### config.mk
export PLATFORM = sky130hd
export DESIGN_NAME = swdc_debug_port
export DESIGN_NICKNAME = d
export VERILOG_FILES = /design/src/include/swdc_pkg.sv /design/src/design/swdc_debug_port.sv
export SDC_FILE = /design/constraint.sdc
export NUM_CORES = 1
export LEC_CHECK = 0
export ABC_AREA = 1
export BUFFER_PORTS_ARGS = -buffer_cell sky130_fd_sc_hd__clkbuf_2
export CAP_MARGIN = 10
export CELL_PAD_IN_SITES_DETAIL_PLACEMENT = 1
export CELL_PAD_IN_SITES_GLOBAL_PLACEMENT = 1
export CORE_MARGIN = 3
export CORE_UTILIZATION = 42
export DETAILED_ROUTE_END_ITERATION = 8
export PLACE_DENSITY = 0.83
export SYNTH_ARGS = -nofsm -noshare
export SYNTH_HDL_FRONTEND = slang
export SYNTH_HIERARCHICAL = 1
export SYNTH_SLANG_ARGS = --single-unit
### constraint.sdc
create_clock -name clock -period 2.4 [get_ports clock]
set_input_delay 0.24 -clock clock [delete_from_list [all_inputs] [get_ports clock]]
set_output_delay 0.24 -clock clock [all_outputs]
set_load 0.005 [all_outputs]
### src/include/swdc_pkg.sv
// package: constants, command codes and carrier types for the single-wire debug command port
package swdc_pkg;

  // link timing in debug clock cycles (the block runs on the debug clock, 25 MHz)
  localparam logic [7:0] RX_SAMPLE_CYC  = 8'h0A;  // host-to-target bit sample point
  localparam logic [7:0] BIT0_LOW_CYC   = 8'h0D;  // low time for a returned zero
  localparam logic [7:0] SYNC_MIN_CYC   = 8'h80;  // host low longer than this is a sync request
  localparam logic [7:0] SYNC_GAP_CYC   = 8'h10;  // quiet time before the reference pulse
  localparam logic [7:0] SYNC_PULSE_CYC = 8'h80;  // reference pulse low time
  localparam logic [7:0] ACK_LOW_CYC    = 8'h10;  // acknowledge pulse low time
  localparam logic [7:0] DELAY_CYC      = 8'h10;  // internal access window for a delay field
  localparam logic [7:0] CNT_MAX        = 8'hFF;

  // status/control byte layout
  localparam int unsigned ST_HALT_ALLOW = 7;
  localparam int unsigned ST_HALTED     = 6;
  localparam int unsigned ST_ACK_EN     = 5;

  localparam logic [4:0] TX_BYTE = 5'h08;
  localparam logic [4:0] TX_WORD = 5'h10;
  localparam logic [15:0] BRK_RESET = 16'h0000;

  // command codes
  localparam logic [7:0] CMD_ACK_ON     = 8'hD5;
  localparam logic [7:0] CMD_ACK_OFF    = 8'hD6;
  localparam logic [7:0] CMD_BG_ENTER   = 8'h90;
  localparam logic [7:0] CMD_GET_STAT   = 8'hE4;
  localparam logic [7:0] CMD_SET_CTRL   = 8'hC4;
  localparam logic [7:0] CMD_MEM_RD     = 8'hE0;
  localparam logic [7:0] CMD_MEM_RD_ST  = 8'hE1;  // mem_rd_stat_cmd
  localparam logic [7:0] CMD_RD_LAST    = 8'hE8;
  localparam logic [7:0] CMD_MEM_WR     = 8'hC0;
  localparam logic [7:0] CMD_MEM_WR_ST  = 8'hC1;  // mem_wr_stat_cmd
  localparam logic [7:0] CMD_GET_BRK    = 8'hE2;  // get_brk_addr_cmd
  localparam logic [7:0] CMD_SET_BRK    = 8'hC2;  // set_brk_addr_cmd
  localparam logic [7:0] CMD_RESUME     = 8'h08;
  localparam logic [7:0] CMD_STEP       = 8'h10;  // single_step_cmd
  localparam logic [7:0] CMD_RESUME_TAG = 8'h18;  // resume_tagged_cmd
  localparam logic [7:0] CMD_GET_ACC    = 8'h68;
  localparam logic [7:0] CMD_GET_FLAGS  = 8'h69;
  localparam logic [7:0] CMD_GET_PC     = 8'h6B;
  localparam logic [7:0] CMD_GET_INDEX  = 8'h6C;
  localparam logic [7:0] CMD_GET_SP     = 8'h6F;
  localparam logic [7:0] CMD_INC_RD     = 8'h70;
  localparam logic [7:0] CMD_INC_RD_ST  = 8'h71;
  localparam logic [7:0] CMD_SET_ACC    = 8'h48;
  localparam logic [7:0] CMD_SET_FLAGS  = 8'h49;
  localparam logic [7:0] CMD_SET_PC     = 8'h4B;
  localparam logic [7:0] CMD_SET_INDEX  = 8'h4C;
  localparam logic [7:0] CMD_SET_SP     = 8'h4F;
  localparam logic [7:0] CMD_INC_WR     = 8'h50;
  localparam logic [7:0] CMD_INC_WR_ST  = 8'h51;

  typedef enum logic [2:0] {
    CR_ACC   = 3'h0,
    CR_FLAGS = 3'h1,
    CR_PC    = 3'h2,
    CR_INDEX = 3'h3,
    CR_SP    = 3'h4
  } swdc_cpu_reg_t;

  typedef struct packed {
    logic        halted;
    logic [7:0]  acc;
    logic [7:0]  flags;
    logic [15:0] pc;
    logic [15:0] index;
    logic [15:0] sp;
  } swdc_cpu_view_t;

  typedef struct packed {
    logic          bg_req;
    logic          go;
    logic          step;
    logic          tag_en;
    logic          wr_en;
    swdc_cpu_reg_t wr_sel;
    logic [15:0]   wr_data;
  } swdc_cpu_ctl_t;

  typedef struct packed {
    logic        valid;
    logic        we;
    logic [15:0] addr;
    logic [7:0]  wdata;
  } swdc_mem_req_t;

  typedef struct packed {
    logic       ack;
    logic [7:0] rdata;
  } swdc_mem_rsp_t;

  typedef struct packed {
    logic       known;
    logic       bg_only;
    logic       has_delay;
    logic [1:0] rx_n;
  } swdc_cmd_info_t;

  // command attributes: argument bytes, delay field, background-only class
  function automatic swdc_cmd_info_t cmd_info(input logic [7:0] c);
    swdc_cmd_info_t i;
    i = '{known: 1'b1, bg_only: 1'b0, has_delay: 1'b0, rx_n: 2'h0};
    unique case (c)
      CMD_ACK_ON, CMD_ACK_OFF, CMD_BG_ENTER: i.has_delay = 1'b1;
      CMD_GET_STAT, CMD_GET_BRK, CMD_RD_LAST: ;
      CMD_SET_CTRL: i.rx_n = 2'h1;
      CMD_SET_BRK: i.rx_n = 2'h2;
      CMD_MEM_RD, CMD_MEM_RD_ST: begin
        i.rx_n = 2'h2;
        i.has_delay = 1'b1;
      end
      CMD_MEM_WR, CMD_MEM_WR_ST: begin
        i.rx_n = 2'h3;
        i.has_delay = 1'b1;
      end
      CMD_RESUME, CMD_STEP, CMD_RESUME_TAG, CMD_GET_ACC, CMD_GET_FLAGS, CMD_GET_PC,
      CMD_GET_INDEX, CMD_GET_SP, CMD_INC_RD, CMD_INC_RD_ST: begin
        i.bg_only = 1'b1;
        i.has_delay = 1'b1;
      end
      CMD_SET_ACC, CMD_SET_FLAGS, CMD_INC_WR, CMD_INC_WR_ST: begin
        i.bg_only = 1'b1;
        i.has_delay = 1'b1;
        i.rx_n = 2'h1;
      end
      CMD_SET_PC, CMD_SET_INDEX, CMD_SET_SP: begin
        i.bg_only = 1'b1;
        i.has_delay = 1'b1;
        i.rx_n = 2'h2;
      end
      default: i.known = 1'b0;
    endcase
    return i;
  endfunction

endpackage

### src/design/swdc_debug_port.sv
// single-wire debug command port: receive fifo and target-side link and command engine
`timescale 1ns/1ps

// byte fifo between the bit receiver and the command decoder
module swdc_fifo #(
  parameter int unsigned WIDTH = 8,
  parameter int unsigned DEPTH = 4
) (
  input  wire logic             clock,
  input  wire logic             sys_rst,
  input  wire logic             in_valid,
  output logic                  in_ready,
  input  wire logic [WIDTH-1:0] in_data,
  output logic                  out_valid,
  input  wire logic             out_ready,
  output logic      [WIDTH-1:0] out_data
);
  localparam int unsigned AW = (DEPTH > 1) ? $clog2(DEPTH) : 1;
  localparam logic [AW:0] DEPTH_CNT = (AW + 1)'(DEPTH);
  localparam logic [AW-1:0] LAST = (AW)'(DEPTH - 1);

  typedef struct packed {
    logic [DEPTH-1:0][WIDTH-1:0] mem;
    logic [AW-1:0]               wp;
    logic [AW-1:0]               rp;
    logic [AW:0]                 cnt;
  } swdc_fifo_st_t;

  swdc_fifo_st_t s_r;
  swdc_fifo_st_t s_nxt;
  logic          push;
  logic          pop;

  // honest full and empty from the occupancy count
  assign in_ready  = (s_r.cnt != DEPTH_CNT);
  assign out_valid = (s_r.cnt != '0);
  assign out_data  = s_r.mem[s_r.rp];
  assign push      = in_valid && in_ready;
  assign pop       = out_valid && out_ready;

  // pointer and storage update
  always_comb begin
    s_nxt = s_r;
    if (push) begin
      s_nxt.mem[s_r.wp] = in_data;
      s_nxt.wp = (s_r.wp == LAST) ? '0 : s_r.wp + 1'b1;
    end
    if (pop) begin
      s_nxt.rp = (s_r.rp == LAST) ? '0 : s_r.rp + 1'b1;
    end
    if (push && !pop) begin
      s_nxt.cnt = s_r.cnt + 1'b1;
    end else if (pop && !push) begin
      s_nxt.cnt = s_r.cnt - 1'b1;
    end
  end

  // state register
  always_ff @(posedge clock) begin
    if (sys_rst) begin
      s_r <= '0;
    end else begin
      s_r <= s_nxt;
    end
  end
endmodule

// Notes on behaviour
// - every bit time starts with a host falling edge; the target finishes the bit
// - target tolerates zero to one clock of skew between host edge and bit start
// - a returned zero is 13 clocks low, then one brief high speed-up drive
// - long host low is a sync request; target answers with a timed reference pulse
// - 0xD5 enables and 0xD6 disables the acknowledge pulse, CPU need not halt
// - 0x90 requests background entry only when the halt-allow bit is set
// - 0xE4 returns the status/control byte, 0xC4 writes only its halt-allow bit, CPU may run
// - 0xE0 reads a memory byte after a delay; 0xE1 sends status first
// - 0xE8 returns status then a fresh read of the last read address
// - 0xC0 writes a memory byte then delays; 0xC1 also returns status
// - 0xE2 returns the break register, 0xC2 loads it, CPU may run
// - 0x08 in background mode resumes the user program at the current counter
// - 0x10 in background mode runs one instruction then returns to background
// - 0x18 acts as resume and also sets the tag enable output, which then stays set until reset
// - in background, 0x68 and 0x69 return accumulator and flags after a delay
// - in background, 0x6B, 0x6C, 0x6F return program counter, index, stack pointer
// - in background, 0x48 and 0x49 load accumulator and flags, then delay
// - in background, 0x4B, 0x4C, 0x4F load program counter, index, stack pointer
// - 0x70 increments index then reads that byte; 0x71 adds status first
// - 0x50 increments index then writes that byte; 0x51 then returns status
module swdc_debug_port #(
  parameter int unsigned FIFO_DEPTH = 4
) (
  input  wire logic                    clock,
  input  wire logic                    sys_rst,
  input  wire logic                    debug_pin_in,
  output logic                         debug_pin_out,
  output logic                         debug_pin_oe,
  input  wire swdc_pkg::swdc_cpu_view_t cpu_view,
  output swdc_pkg::swdc_cpu_ctl_t      cpu_ctl,
  output swdc_pkg::swdc_mem_req_t      mem_req,
  input  wire swdc_pkg::swdc_mem_rsp_t mem_rsp,
  output logic [15:0]                  debug_break_reg
);
  import swdc_pkg::*;

  typedef enum logic [2:0] {
    LK_IDLE  = 3'h0,
    LK_BIT   = 3'h1,
    LK_TXLOW = 3'h2,
    LK_SPEED = 3'h3,
    LK_SYNCW = 3'h4,
    LK_GAP   = 3'h5,
    LK_PULSE = 3'h6
  } swdc_link_t;

  typedef enum logic [2:0] {
    DEC_IDLE = 3'h0,
    DEC_ARG  = 3'h1,
    DEC_EXEC = 3'h2,
    DEC_MEM  = 3'h3,
    DEC_DONE = 3'h4,
    DEC_SEND = 3'h5
  } swdc_dec_t;

  typedef struct packed {
    logic           sync1;
    logic           sync2;
    logic           sync3;
    swdc_link_t     lk;
    logic [7:0]     lk_cnt;
    logic [7:0]     lk_len;
    logic           lk_rx;
    logic [7:0]     rx_sh;
    logic [2:0]     rx_cnt;
    logic           rx_full;
    swdc_dec_t      dec;
    logic [7:0]     cmd;
    swdc_cmd_info_t info;
    logic [23:0]    arg;
    logic [1:0]     rx_need;
    logic [15:0]    tx_sh;
    logic [4:0]     tx_n;
    logic [7:0]     dly;
    logic           ack_pend;
    logic           ack_en;
    logic           halt_allow;
    logic           ws;
    logic [15:0]    last_addr;
    logic [15:0]    brk;
    logic           pin_out;
    logic           pin_oe;
    swdc_cpu_ctl_t  cpu;
    swdc_mem_req_t  mem;
  } swdc_state_t;

  swdc_state_t s_r;
  swdc_state_t s_nxt;
  logic        f_in_ready;
  logic        f_out_valid;
  logic        f_out_ready;
  logic [7:0]  f_out_data;

  // received bytes queue here; a full queue holds off further host bits
  swdc_fifo #(
    .WIDTH (8),
    .DEPTH (FIFO_DEPTH)
  ) u_rx_fifo (
    .clock     (clock),
    .sys_rst   (sys_rst),
    .in_valid  (s_r.rx_full),
    .in_ready  (f_in_ready),
    .in_data   (s_r.rx_sh),
    .out_valid (f_out_valid),
    .out_ready (f_out_ready),
    .out_data  (f_out_data)
  );

  // decoder drains the queue only while collecting command bytes
  assign f_out_ready = (s_r.dec == DEC_IDLE) || (s_r.dec == DEC_ARG);

  assign debug_pin_out   = s_r.pin_out;
  assign debug_pin_oe    = s_r.pin_oe;
  assign cpu_ctl         = s_r.cpu;
  assign mem_req         = s_r.mem;
  assign debug_break_reg = s_r.brk;

  // link engine and command decoder
  always_comb begin
    logic       fall;
    logic       lvl;
    logic       tx_mode;
    logic [7:0] status;
    logic [15:0] idx_inc;
    s_nxt = s_r;
    fall = s_r.sync3 && !s_r.sync2;
    lvl = s_r.sync2;
    tx_mode = (s_r.dec == DEC_SEND) && (s_r.tx_n != '0);
    status = '0;
    status[ST_HALT_ALLOW] = s_r.halt_allow;
    status[ST_HALTED] = cpu_view.halted;
    status[ST_ACK_EN] = s_r.ack_en;
    idx_inc = cpu_view.index + 16'h0001;
    s_nxt.cpu.bg_req = 1'b0;
    s_nxt.cpu.go = 1'b0;
    s_nxt.cpu.step = 1'b0;
    s_nxt.cpu.wr_en = 1'b0;

    // pin synchroniser, only the second stage onward is read
    s_nxt.sync1 = debug_pin_in;
    s_nxt.sync2 = s_r.sync1;
    s_nxt.sync3 = s_r.sync2;

    // completed byte leaves for the fifo when it has room
    if (s_r.rx_full && f_in_ready) begin
      s_nxt.rx_full = 1'b0;
    end

    // bit-level link sequencing
    unique case (s_r.lk)
      LK_IDLE: begin
        if (s_r.ack_pend) begin
          s_nxt.ack_pend = 1'b0;
          s_nxt.lk = LK_PULSE;
          s_nxt.lk_cnt = '0;
          s_nxt.lk_len = ACK_LOW_CYC;
          s_nxt.pin_out = 1'b0;
          s_nxt.pin_oe = 1'b1;
        end else if (fall && !s_r.rx_full) begin
          s_nxt.lk_cnt = 8'h01;
          s_nxt.lk_rx = !tx_mode;
          if (tx_mode) begin
            s_nxt.tx_sh = {s_r.tx_sh[14:0], 1'b0};
            s_nxt.tx_n = s_r.tx_n - 5'h01;
            if (!s_r.tx_sh[15]) begin
              s_nxt.lk = LK_TXLOW;
              s_nxt.pin_out = 1'b0;
              s_nxt.pin_oe = 1'b1;
            end else begin
              s_nxt.lk = LK_BIT;
            end
          end else begin
            s_nxt.lk = LK_BIT;
          end
        end
      end
      LK_BIT: begin
        if (s_r.lk_cnt != CNT_MAX) begin
          s_nxt.lk_cnt = s_r.lk_cnt + 8'h01;
        end
        if (s_r.lk_rx && s_r.lk_cnt == RX_SAMPLE_CYC) begin
          s_nxt.rx_sh = {s_r.rx_sh[6:0], lvl};
          s_nxt.rx_cnt = s_r.rx_cnt + 3'h1;
          if (s_r.rx_cnt == 3'h7) begin
            s_nxt.rx_full = 1'b1;
          end
        end
        if (lvl && s_r.lk_cnt > RX_SAMPLE_CYC) begin
          s_nxt.lk = LK_IDLE;
        end else if (!lvl && s_r.lk_cnt >= SYNC_MIN_CYC) begin
          s_nxt.lk = LK_SYNCW;
          s_nxt.rx_cnt = '0;
        end
      end
      LK_TXLOW: begin
        s_nxt.lk_cnt = s_r.lk_cnt + 8'h01;
        if (s_r.lk_cnt == BIT0_LOW_CYC) begin
          s_nxt.lk = LK_SPEED;
          s_nxt.pin_out = 1'b1;
        end
      end
      LK_SPEED: begin
        s_nxt.lk = LK_IDLE;
        s_nxt.pin_out = 1'b0;
        s_nxt.pin_oe = 1'b0;
      end
      LK_SYNCW: begin
        if (lvl) begin
          s_nxt.lk = LK_GAP;
          s_nxt.lk_cnt = '0;
        end
      end
      LK_GAP: begin
        s_nxt.lk_cnt = s_r.lk_cnt + 8'h01;
        if (s_r.lk_cnt == SYNC_GAP_CYC) begin
          s_nxt.lk = LK_PULSE;
          s_nxt.lk_cnt = '0;
          s_nxt.lk_len = SYNC_PULSE_CYC;
          s_nxt.pin_out = 1'b0;
          s_nxt.pin_oe = 1'b1;
        end
      end
      LK_PULSE: begin
        s_nxt.lk_cnt = s_r.lk_cnt + 8'h01;
        if (s_r.lk_cnt == s_r.lk_len) begin
          s_nxt.lk = LK_SPEED;
          s_nxt.pin_out = 1'b1;
        end
      end
      default: begin
        s_nxt.lk = LK_IDLE;
        s_nxt.pin_oe = 1'b0;
      end
    endcase

    // command decoding and execution
    unique case (s_r.dec)
      DEC_IDLE: begin
        if (f_out_valid) begin
          s_nxt.cmd = f_out_data;
          s_nxt.info = cmd_info(f_out_data);
          s_nxt.rx_need = s_nxt.info.rx_n;
          s_nxt.arg = '0;
          s_nxt.dly = '0;
          if (s_nxt.info.known) begin
            s_nxt.dec = (s_nxt.info.rx_n == 2'h0) ? DEC_EXEC : DEC_ARG;
          end
        end
      end
      DEC_ARG: begin
        if (f_out_valid) begin
          s_nxt.arg = {s_r.arg[15:0], f_out_data};
          s_nxt.rx_need = s_r.rx_need - 2'h1;
          if (s_r.rx_need == 2'h1) begin
            s_nxt.dec = DEC_EXEC;
          end
        end
      end
      DEC_EXEC: begin
        s_nxt.dec = DEC_DONE;
        s_nxt.tx_n = '0;
        s_nxt.ws = 1'b0;
        if (s_r.info.bg_only && !cpu_view.halted) begin
          s_nxt.dec = DEC_IDLE;
        end else begin
          unique case (s_r.cmd)
            CMD_ACK_ON: s_nxt.ack_en = 1'b1;
            CMD_ACK_OFF: s_nxt.ack_en = 1'b0;
            CMD_BG_ENTER: s_nxt.cpu.bg_req = s_r.halt_allow;
            CMD_GET_STAT: begin
              s_nxt.tx_sh = {status, 8'h00};
              s_nxt.tx_n = TX_BYTE;
            end
            CMD_SET_CTRL: s_nxt.halt_allow = s_r.arg[ST_HALT_ALLOW];
            CMD_MEM_RD, CMD_MEM_RD_ST, CMD_RD_LAST: begin
              s_nxt.ws = (s_r.cmd != CMD_MEM_RD);
              s_nxt.mem.addr = (s_r.cmd == CMD_RD_LAST) ? s_r.last_addr : s_r.arg[15:0];
              s_nxt.last_addr = (s_r.cmd == CMD_RD_LAST) ? s_r.last_addr : s_r.arg[15:0];
              s_nxt.mem.we = 1'b0;
              s_nxt.mem.valid = 1'b1;
              s_nxt.dec = DEC_MEM;
            end
            CMD_MEM_WR, CMD_MEM_WR_ST: begin
              s_nxt.ws = (s_r.cmd == CMD_MEM_WR_ST);
              s_nxt.mem.addr = s_r.arg[23:8];
              s_nxt.mem.wdata = s_r.arg[7:0];
              s_nxt.mem.we = 1'b1;
              s_nxt.mem.valid = 1'b1;
              s_nxt.dec = DEC_MEM;
            end
            CMD_GET_BRK: begin
              s_nxt.tx_sh = s_r.brk;
              s_nxt.tx_n = TX_WORD;
            end
            CMD_SET_BRK: s_nxt.brk = s_r.arg[15:0];
            CMD_RESUME: s_nxt.cpu.go = 1'b1;
            CMD_STEP: s_nxt.cpu.step = 1'b1;
            CMD_RESUME_TAG: begin
              s_nxt.cpu.go = 1'b1;
              s_nxt.cpu.tag_en = 1'b1;
            end
            CMD_GET_ACC, CMD_GET_FLAGS: begin
              s_nxt.tx_sh = {(s_r.cmd == CMD_GET_ACC) ? cpu_view.acc : cpu_view.flags, 8'h00};
              s_nxt.tx_n = TX_BYTE;
            end
            CMD_GET_PC: begin
              s_nxt.tx_sh = cpu_view.pc;
              s_nxt.tx_n = TX_WORD;
            end
            CMD_GET_INDEX: begin
              s_nxt.tx_sh = cpu_view.index;
              s_nxt.tx_n = TX_WORD;
            end
            CMD_GET_SP: begin
              s_nxt.tx_sh = cpu_view.sp;
              s_nxt.tx_n = TX_WORD;
            end
            CMD_SET_ACC, CMD_SET_FLAGS: begin
              s_nxt.cpu.wr_en = 1'b1;
              s_nxt.cpu.wr_sel = (s_r.cmd == CMD_SET_ACC) ? CR_ACC : CR_FLAGS;
              s_nxt.cpu.wr_data = {8'h00, s_r.arg[7:0]};
            end
            CMD_SET_PC, CMD_SET_INDEX, CMD_SET_SP: begin
              s_nxt.cpu.wr_en = 1'b1;
              s_nxt.cpu.wr_sel = (s_r.cmd == CMD_SET_PC) ? CR_PC :
                                 (s_r.cmd == CMD_SET_INDEX) ? CR_INDEX : CR_SP;
              s_nxt.cpu.wr_data = s_r.arg[15:0];
            end
            CMD_INC_RD, CMD_INC_RD_ST, CMD_INC_WR, CMD_INC_WR_ST: begin
              s_nxt.cpu.wr_en = 1'b1;
              s_nxt.cpu.wr_sel = CR_INDEX;
              s_nxt.cpu.wr_data = idx_inc;
              s_nxt.ws = (s_r.cmd == CMD_INC_RD_ST) || (s_r.cmd == CMD_INC_WR_ST);
              s_nxt.mem.addr = idx_inc;
              s_nxt.mem.wdata = s_r.arg[7:0];
              s_nxt.mem.we = (s_r.cmd == CMD_INC_WR) || (s_r.cmd == CMD_INC_WR_ST);
              s_nxt.mem.valid = 1'b1;
              s_nxt.dec = DEC_MEM;
              if (!s_nxt.mem.we) begin
                s_nxt.last_addr = idx_inc;
              end
            end
            default: s_nxt.dec = DEC_IDLE;
          endcase
        end
      end
      DEC_MEM: begin
        if (mem_rsp.ack) begin
          s_nxt.mem.valid = 1'b0;
          s_nxt.dec = DEC_DONE;
          if (!s_r.mem.we) begin
            s_nxt.tx_sh = s_r.ws ? {status, mem_rsp.rdata} : {mem_rsp.rdata, 8'h00};
            s_nxt.tx_n = s_r.ws ? TX_WORD : TX_BYTE;
          end else if (s_r.ws) begin
            s_nxt.tx_sh = {status, 8'h00};
            s_nxt.tx_n = TX_BYTE;
          end
        end
      end
      DEC_DONE: begin
        s_nxt.dly = s_r.dly + 8'h01;
        if (!s_r.info.has_delay || s_r.dly >= DELAY_CYC) begin
          s_nxt.ack_pend = s_r.info.has_delay && s_r.ack_en;
          s_nxt.dec = DEC_SEND;
        end
      end
      DEC_SEND: begin
        if (s_r.tx_n == '0) begin
          s_nxt.dec = DEC_IDLE;
        end
      end
      default: s_nxt.dec = DEC_IDLE;
    endcase

    // a sync request abandons any command not waiting on memory
    if (s_r.lk == LK_BIT && s_nxt.lk == LK_SYNCW && s_r.dec != DEC_MEM) begin
      s_nxt.dec = DEC_IDLE;
      s_nxt.tx_n = '0;
    end
  end

  // state register
  always_ff @(posedge clock) begin
    if (sys_rst) begin
      s_r <= '0;
      s_r.sync1 <= 1'b1;
      s_r.sync2 <= 1'b1;
      s_r.sync3 <= 1'b1;
      s_r.brk <= BRK_RESET;
    end else begin
      s_r <= s_nxt;
    end
  end
endmodule

; ---- After elaboration in Yosys (flattened, before gate mapping)
; Index checks and enable logic that the tools add are counted.
[word_totals]
reg_bits = 233
[classes]
addsub = 10
magnitude_cmp = 6
eq_ne = 101
n_mux = 96
bitwise = 5
reduce_logical = 83
[op_table]
columns = cell, n
row1 = equality test 8 x 7 -> 1 bit (second input constant), 28
row2 = equality test 8 bit (second input constant), 24
row3 = 2-to-1 mux 21 bit, 8
row4 = one-hot mux 21 bit (6 select lines), 1
row5 = 2-to-1 mux 16 bit, 4
row6 = one-hot mux 20 bit (3 select lines), 1
row7 = 2-to-1 mux 8 bit, 7
row8 = one-hot mux 18 bit (3 select lines), 1
row9 = 2-to-1 mux 26 bit, 2
row10 = one-hot mux 26 bit (2 select lines), 1
row11 = 2-to-1 mux 3 bit, 17
row12 = 2-to-1 mux 42 bit, 1
row13 = one-hot mux 21 bit (2 select lines), 1
row14 = equality test 8 x 5 -> 1 bit (second input constant), 5
row15 = one-hot mux 8 bit (5 select lines), 1
row16 = one-hot mux 3 bit (6 select lines), 2
row17 = 2-to-1 mux 11 bit, 3
row18 = 2-to-1 mux 33 bit, 1
row19 = bitwise mux 32 bit, 1
row20 = equality test 8 x 4 -> 1 bit (second input constant), 4
row21 = one-hot mux 16 bit (2 select lines), 1
row22 = one-hot mux 8 bit (2 select lines), 2
row23 = AND reduction 3 bit, 10
row24 = OR reduction 29 bit, 1
row25 = 59 further kinds, 174

; ---- Logic depth before layout (Yosys ltp)
[depth]
ltp_word = 12
ltp_mapped = 19

; ---- Cells and area by module
; Netlist, hierarchy kept.
[modules_own_cells]
columns = mod, n_inst, cells_each, area_per_inst_um2
row1 = swdc_debug_port, 1, 1621, 10508.8
row2 = swdc_fifo, 1, 350, 2311.0

; ---- Least setup slack after synthesis
; No wires, ideal clock.
[synth_path]
path_type = register -> register
from = reg u_rx_fifo/s_r[3] (netlist name)
to = reg s_r[158] (netlist name)
arrival_ns = 2.021
slack_ns = 0.260
stages_incl_launch_ff = 19
cell_sequence = dfxtp_1 buf_2 inv_1 buf_2 o21ai_0 o22ai_1 inv_1 nand2_1 nor2_1 nand3_1 nand2_1 inv_1 nand2_1 nor2_1 nand2_1 nand2_1 inv_1 nand2_1 a21oi_1
[synth_between]
elab_chain_len = 9
elab_cells_between_ends = 37
classes_between = eq/ne (30) / mux (5) / reduce/logical (2)
[synth_lines]
columns = item, line
row1 = from (decl), swdc_debug_port.sv:29  ; swdc_fifo_st_t s_r;
row2 = from (signal assigned), swdc_debug_port.sv:63  ; s_r <= s_nxt;
row3 = binary-select mux 8 bit (select 2 bit) (*), swdc_debug_port.sv:37  ; assign out_data = s_r.mem[s_r.rp];
row4 = 2-to-1 mux 8 bit (implied by the code) (*), swdc_debug_port.sv:37
row5 = via f_out_data[2], swdc_debug_port.sv:160  ; logic [7:0] f_out_data;
row6 = equality test 8 x 7 -> 1 bit (tied with other cells), swdc_pkg.sv:104  ; unique case (c)
row7 = OR reduction 29 bit (no source line) (*), -
row8 = 2-to-1 mux 1 bit (*), swdc_pkg.sv:104
row9 = 2-to-1 mux 1 bit (*), swdc_debug_port.sv:307  ; if (f_out_valid) begin
row10 = 2-to-1 mux 1 bit (*), swdc_debug_port.sv:305  ; unique case (s_r.dec)
row11 = inequality test 2 x 1 -> 1 bit (no source line) (*), -
row12 = AND reduction 7 bit (no source line) (*), -
row13 = to (signal assigned), swdc_debug_port.sv:459  ; s_r <= s_nxt;
row14 = to (decl), swdc_debug_port.sv:155  ; swdc_state_t s_r;
; Mark *: on every way through the listed nets, which the timed path passes. The rest lies on a longest branch. The select of a mux whose other input is x is not followed.
; A chain may end at the register's enable or synchronous reset.

; ---- Worst setup path after layout
[layout_path]
from = reg s_r[149] (netlist name)
to = reg s_r[104] (netlist name)
[layout_between]
elab_chain_len = 5
elab_cells_between_ends = 11
classes_between = eq/ne (7) / mux (3) / reduce/logical (1)
[layout_lines]
columns = item, line
row1 = equality test 8 x 7 -> 1 bit, swdc_debug_port.sv:334  ; unique case (s_r.cmd)
row2 = OR reduction 2 bit, -
row3 = one-hot mux 21 bit (6 select lines) (*), swdc_debug_port.sv:334
row4 = 2-to-1 mux 21 bit (*), swdc_debug_port.sv:331  ; if (s_r.info.bg_only && !cpu_view.halted) begin
row5 = one-hot mux 21 bit (2 select lines) (*), swdc_debug_port.sv:305
; Mark *: on every way between the ends. The rest lies on a longest branch, timed or not.

==> key figures <==
Logic synthesis
  • Compound-cell area share of the yosys netlist: 0.174
  • Yosys reg bits: 224
  • Largest family of logic cells by synthesized area: simple AND/OR/NAND/NOR gates
  • Net Count, Synth: 2,066
  • Main synth FF type: dfxtp_1
  • Mapped Area: 12,800 um^2
  • Yosys Warn Count: 6
  • Mux cell area share after synthesis: 0
  • Number of flops mapped to enable cells by yosys: 0
  • Post-synthesis instance total: 1,971
  • Post-synthesis adder-cell area fraction: 0.0182
  • Seq/Total Area, Yosys: 0.350
  • Async SR Flop Fraction: 0
  • XOR/XNOR Fraction of Synth Area: 0.00273
  • Syn_area_per_cell: 6.50 um^2
  • Post-Synth Simple-Gate Area: 0.312
  • Yosys cell types: 50

Critical path
  • Crit path DAT: 2.66 ns
  • Endpoint class of the critical path: register
  • Setup Crit Path Kind: register to register
  • Crit Path Max Fanout: 13
  • Required @ worst endpoint: 2.82 ns
  • Worst Setup Start Kind: register

Placement
  • DP Wirelength: 33,600 um
  • Placed cells: 2,418
  • Final GP Congestion: 0.921
  • Dpl ws: -0.160 ns
  • PortBufs: 144
  • Cell Area, Placed: 13,600 um^2

Floorplan
  • Num rows: 63
  • DIE WIDTH: 181 um
  • Die Ht: 181 um
  • Total die area: 32,700 um^2
  • I/O pins: 145
  • Core area: 29,900 um^2
  • Initial core utilization: 0.429

Final layout
  • Fraction of layout cells with a size suffix above 1: 0.169
  • Antenna diode count: 0
  • Number of flip-flops in the largest register: 115
  • Finished Cell Area: 14,700 um^2
  • Final Non-Filler Cells: 2,475
  • Nets: 2,160
  • Fill cells: 4,046
  • Syn-to-layout area delta: 14.5%
  • Largest register by flop count: s_r

Detailed routing
  • Via count: 13,400
  • DRC violations left: 0
  • DR pass1 iterations: 5
  • WL per Instance: 18.3 um
  • Detailed Route WL: 45,300 um
  • Antenna Nets Post-Route: 0
  • Via density: 5.41
  • DRT iter0 DRCs: 871

Run
  • Max Cap Viol: 0

Pwr
  • Int Pwr: 7690 uW
  • Sw Ratio: 0.340
  • Sequential power share: 0.347
  • Comb pwr share: 0.258
  • Clock Power Share: 0.395
  • Switch Pwr: 3960 uW
  • Power per cell area: 794 nW/um^2
  • Peak supply drop: 569 uV
  • P_leak: 0.00670 uW

STA
  • Final Hold Violating Endpoints: 0
  • Skew final: 0.0251 ns
  • Min Tclk post-route: 2.24 ns
  • Final setup TNS: 0 ns
  • Worst-Margin Slew: 0.966 ns
  • Final setup viols: 0
  • Final Slew Violations: 0
  • Fin crit share: 0.932
  • Slew headroom: 0.352
  • Fmax: 447 MHz
  • Fin worst setup slack: 0.163 ns

Min path
  • Hold Crit Class: input port to register

Clocking
  • Inserted Clock Buffers: 27
  • Clock slew at reported path FFs: 0.06 ns
  • Root buffer cell: clkbuf_16
  • CTS tree: built
  • Htree depth: 1
  • CTS Sinks: 224
  • Clk Latency, worst-skew pair: 0.56 ns
  • Maximum root-to-sink buffer count: 3

GRT
  • Global-route wire length before repair: 72,700 um
  • Gr usage total: 0.267
  • Vias in the first global route: 13,800
  • Largest net degree at the start of global routing: 63
  • Initial antenna violation count: 0
  • Grt total ovfl: 0

Status
  • Status: complete, no violations
[synthesized netlist by cell type, types with 6 or more instances]
cell type,number,area [um^2]
a211oi_1,7,52.6
a21oi_1,142,711
a31oi_1,23,144
buf_2,23,115
buf_4,72,541
buf_6,10,113
clkbuf_1,29,109
dfxtp_1,224,4480
ha_1,17,213
inv_1,237,890
inv_2,12,45.0
nand2_1,483,1810
nand2_2,7,43.8
nand3_1,57,285
nand4_1,41,257
nor2_1,252,946
nor2_2,39,244
nor3_1,22,110
o2111ai_1,6,52.6
o21ai_0,155,776
o21ai_1,28,140
o221ai_1,9,78.8
o22ai_1,19,119
[cells in the final DEF, fill, tap and decap left out, types with 4 or more instances in the layout]
| master | count |
|---|---|
| clkbuf_8 | 5 |
| a31oi_1 | 23 |
| o221ai_1 | 9 |
| nor2_4 | 5 |
| nor3_1 | 22 |
| ha_1 | 17 |
| nand2_4 | 4 |
| nand3_2 | 5 |
| o22ai_2 | 4 |
| dfxtp_1 | 221 |
| xor2_1 | 4 |
| o2111ai_1 | 6 |
| nand2_1 | 479 |
| nor2_2 | 44 |
| nor2_1 | 246 |
| inv_2 | 18 |
| clkinv_2 | 5 |
| a211oi_1 | 7 |
| o21ai_0 | 148 |
| nand2_2 | 11 |
| nand3_1 | 57 |
| clkbuf_2 | 144 |
| buf_4 | 54 |
| inv_1 | 230 |
| o22ai_1 | 15 |
| nand4_1 | 41 |
| clkbuf_16 | 27 |
| bufinv_16 | 6 |
| o21ai_1 | 35 |
| a21oi_1 | 142 |
| o211ai_1 | 4 |
[layout make-up]
type,count,area (um^2),area share
Clock inverter,14,241,0.0164
Tap cell,390,488,0.0332
Clock buffer,35,756,0.0515
Inverter,251,948,0.0646
Timing Repair Buffer,203,1210,0.0822
Multi-Input combinational cell,1358,6550,0.446
Sequential cell,224,4490,0.306
[critical path, stage by stage, from the launching register on]
cell     delay [ns]
dfxtp_1        0.38
inv_2          0.16
nand2_1        0.11
nor2_1         0.28
nand2_2        0.20
nand3_2        0.15
inv_2          0.04
nand2_2        0.09
nand2_4        0.09
nand2_1        0.08
nand2_2        0.20
a21oi_1        0.24
nor2_1         0.07
[power groups by stage]
stage | Clock (uW) | Combinational, uW | Sequential, uW
2_1_floorplan | 0 | 1920 | 4030
3_3_place_gp | 0 | 2700 | 4100
3_5_place_dp | 0 | 2780 | 4110
4_1_cts | 4680 | 2870 | 4040
5_1_grt | 4820 | 3360 | 4060
6_report | 4600 | 3010 | 4050
[routing by layer]
layer,vias to the layer above,global-route usage,wire (um)
met4,0,0.0989,1860
met3,108,0.0294,1880
met1,6440,0.330,19200
met5,-,0,0
li1,6488,-,-
met2,344,0.480,22400
[through the flow]
step | total power (uW) | util | hold WS (ns)
after floorplan | 5950 | - | 0.309
after global placement | 6800 | 0.454 | 0.407
after detailed placement | 6880 | 0.454 | 0.409
after CTS | 11600 | 0.489 | 0.0433
after global routing | 12200 | 0.491 | 0.0850
final | 11700 | 0.491 | 0.0602
[path summary, 6_finish.rpt]
check / end / cells after the start / slack [ns] / startpoint
max: s_r[104] / 12 / 0.16 / s_r[149]
min reg2reg: s_nxt[191] / 1 / 0.42 / s_nxt[192]
min: s_r[103] / 5 / 0.06 / mem_rsp[2]
max reg2reg: s_r[104] / 12 / 0.16 / s_r[149]
[logic make-up (layout without fill, tap and decap cells)]
family / after synthesis / after routing
flops: 224 / 224
buf+inv: 389 / 503
simple gates: 929 / 929
compound gates: 407 / 407
xor+xnor: 4 / 4
fa+ha+maj: 18 / 18
[what timing repair did]
item | CTS | global route
setup endpoints to repair | 6 | 7
buffers inserted | 3 | 3
hold endpoints to repair | 2 | 0
resized for setup | 6 | 26
cloned | 0 | 0
pin swaps | 0 | 5
hold buffers | 2 | 0
Power figures use the tool's default switching activity.
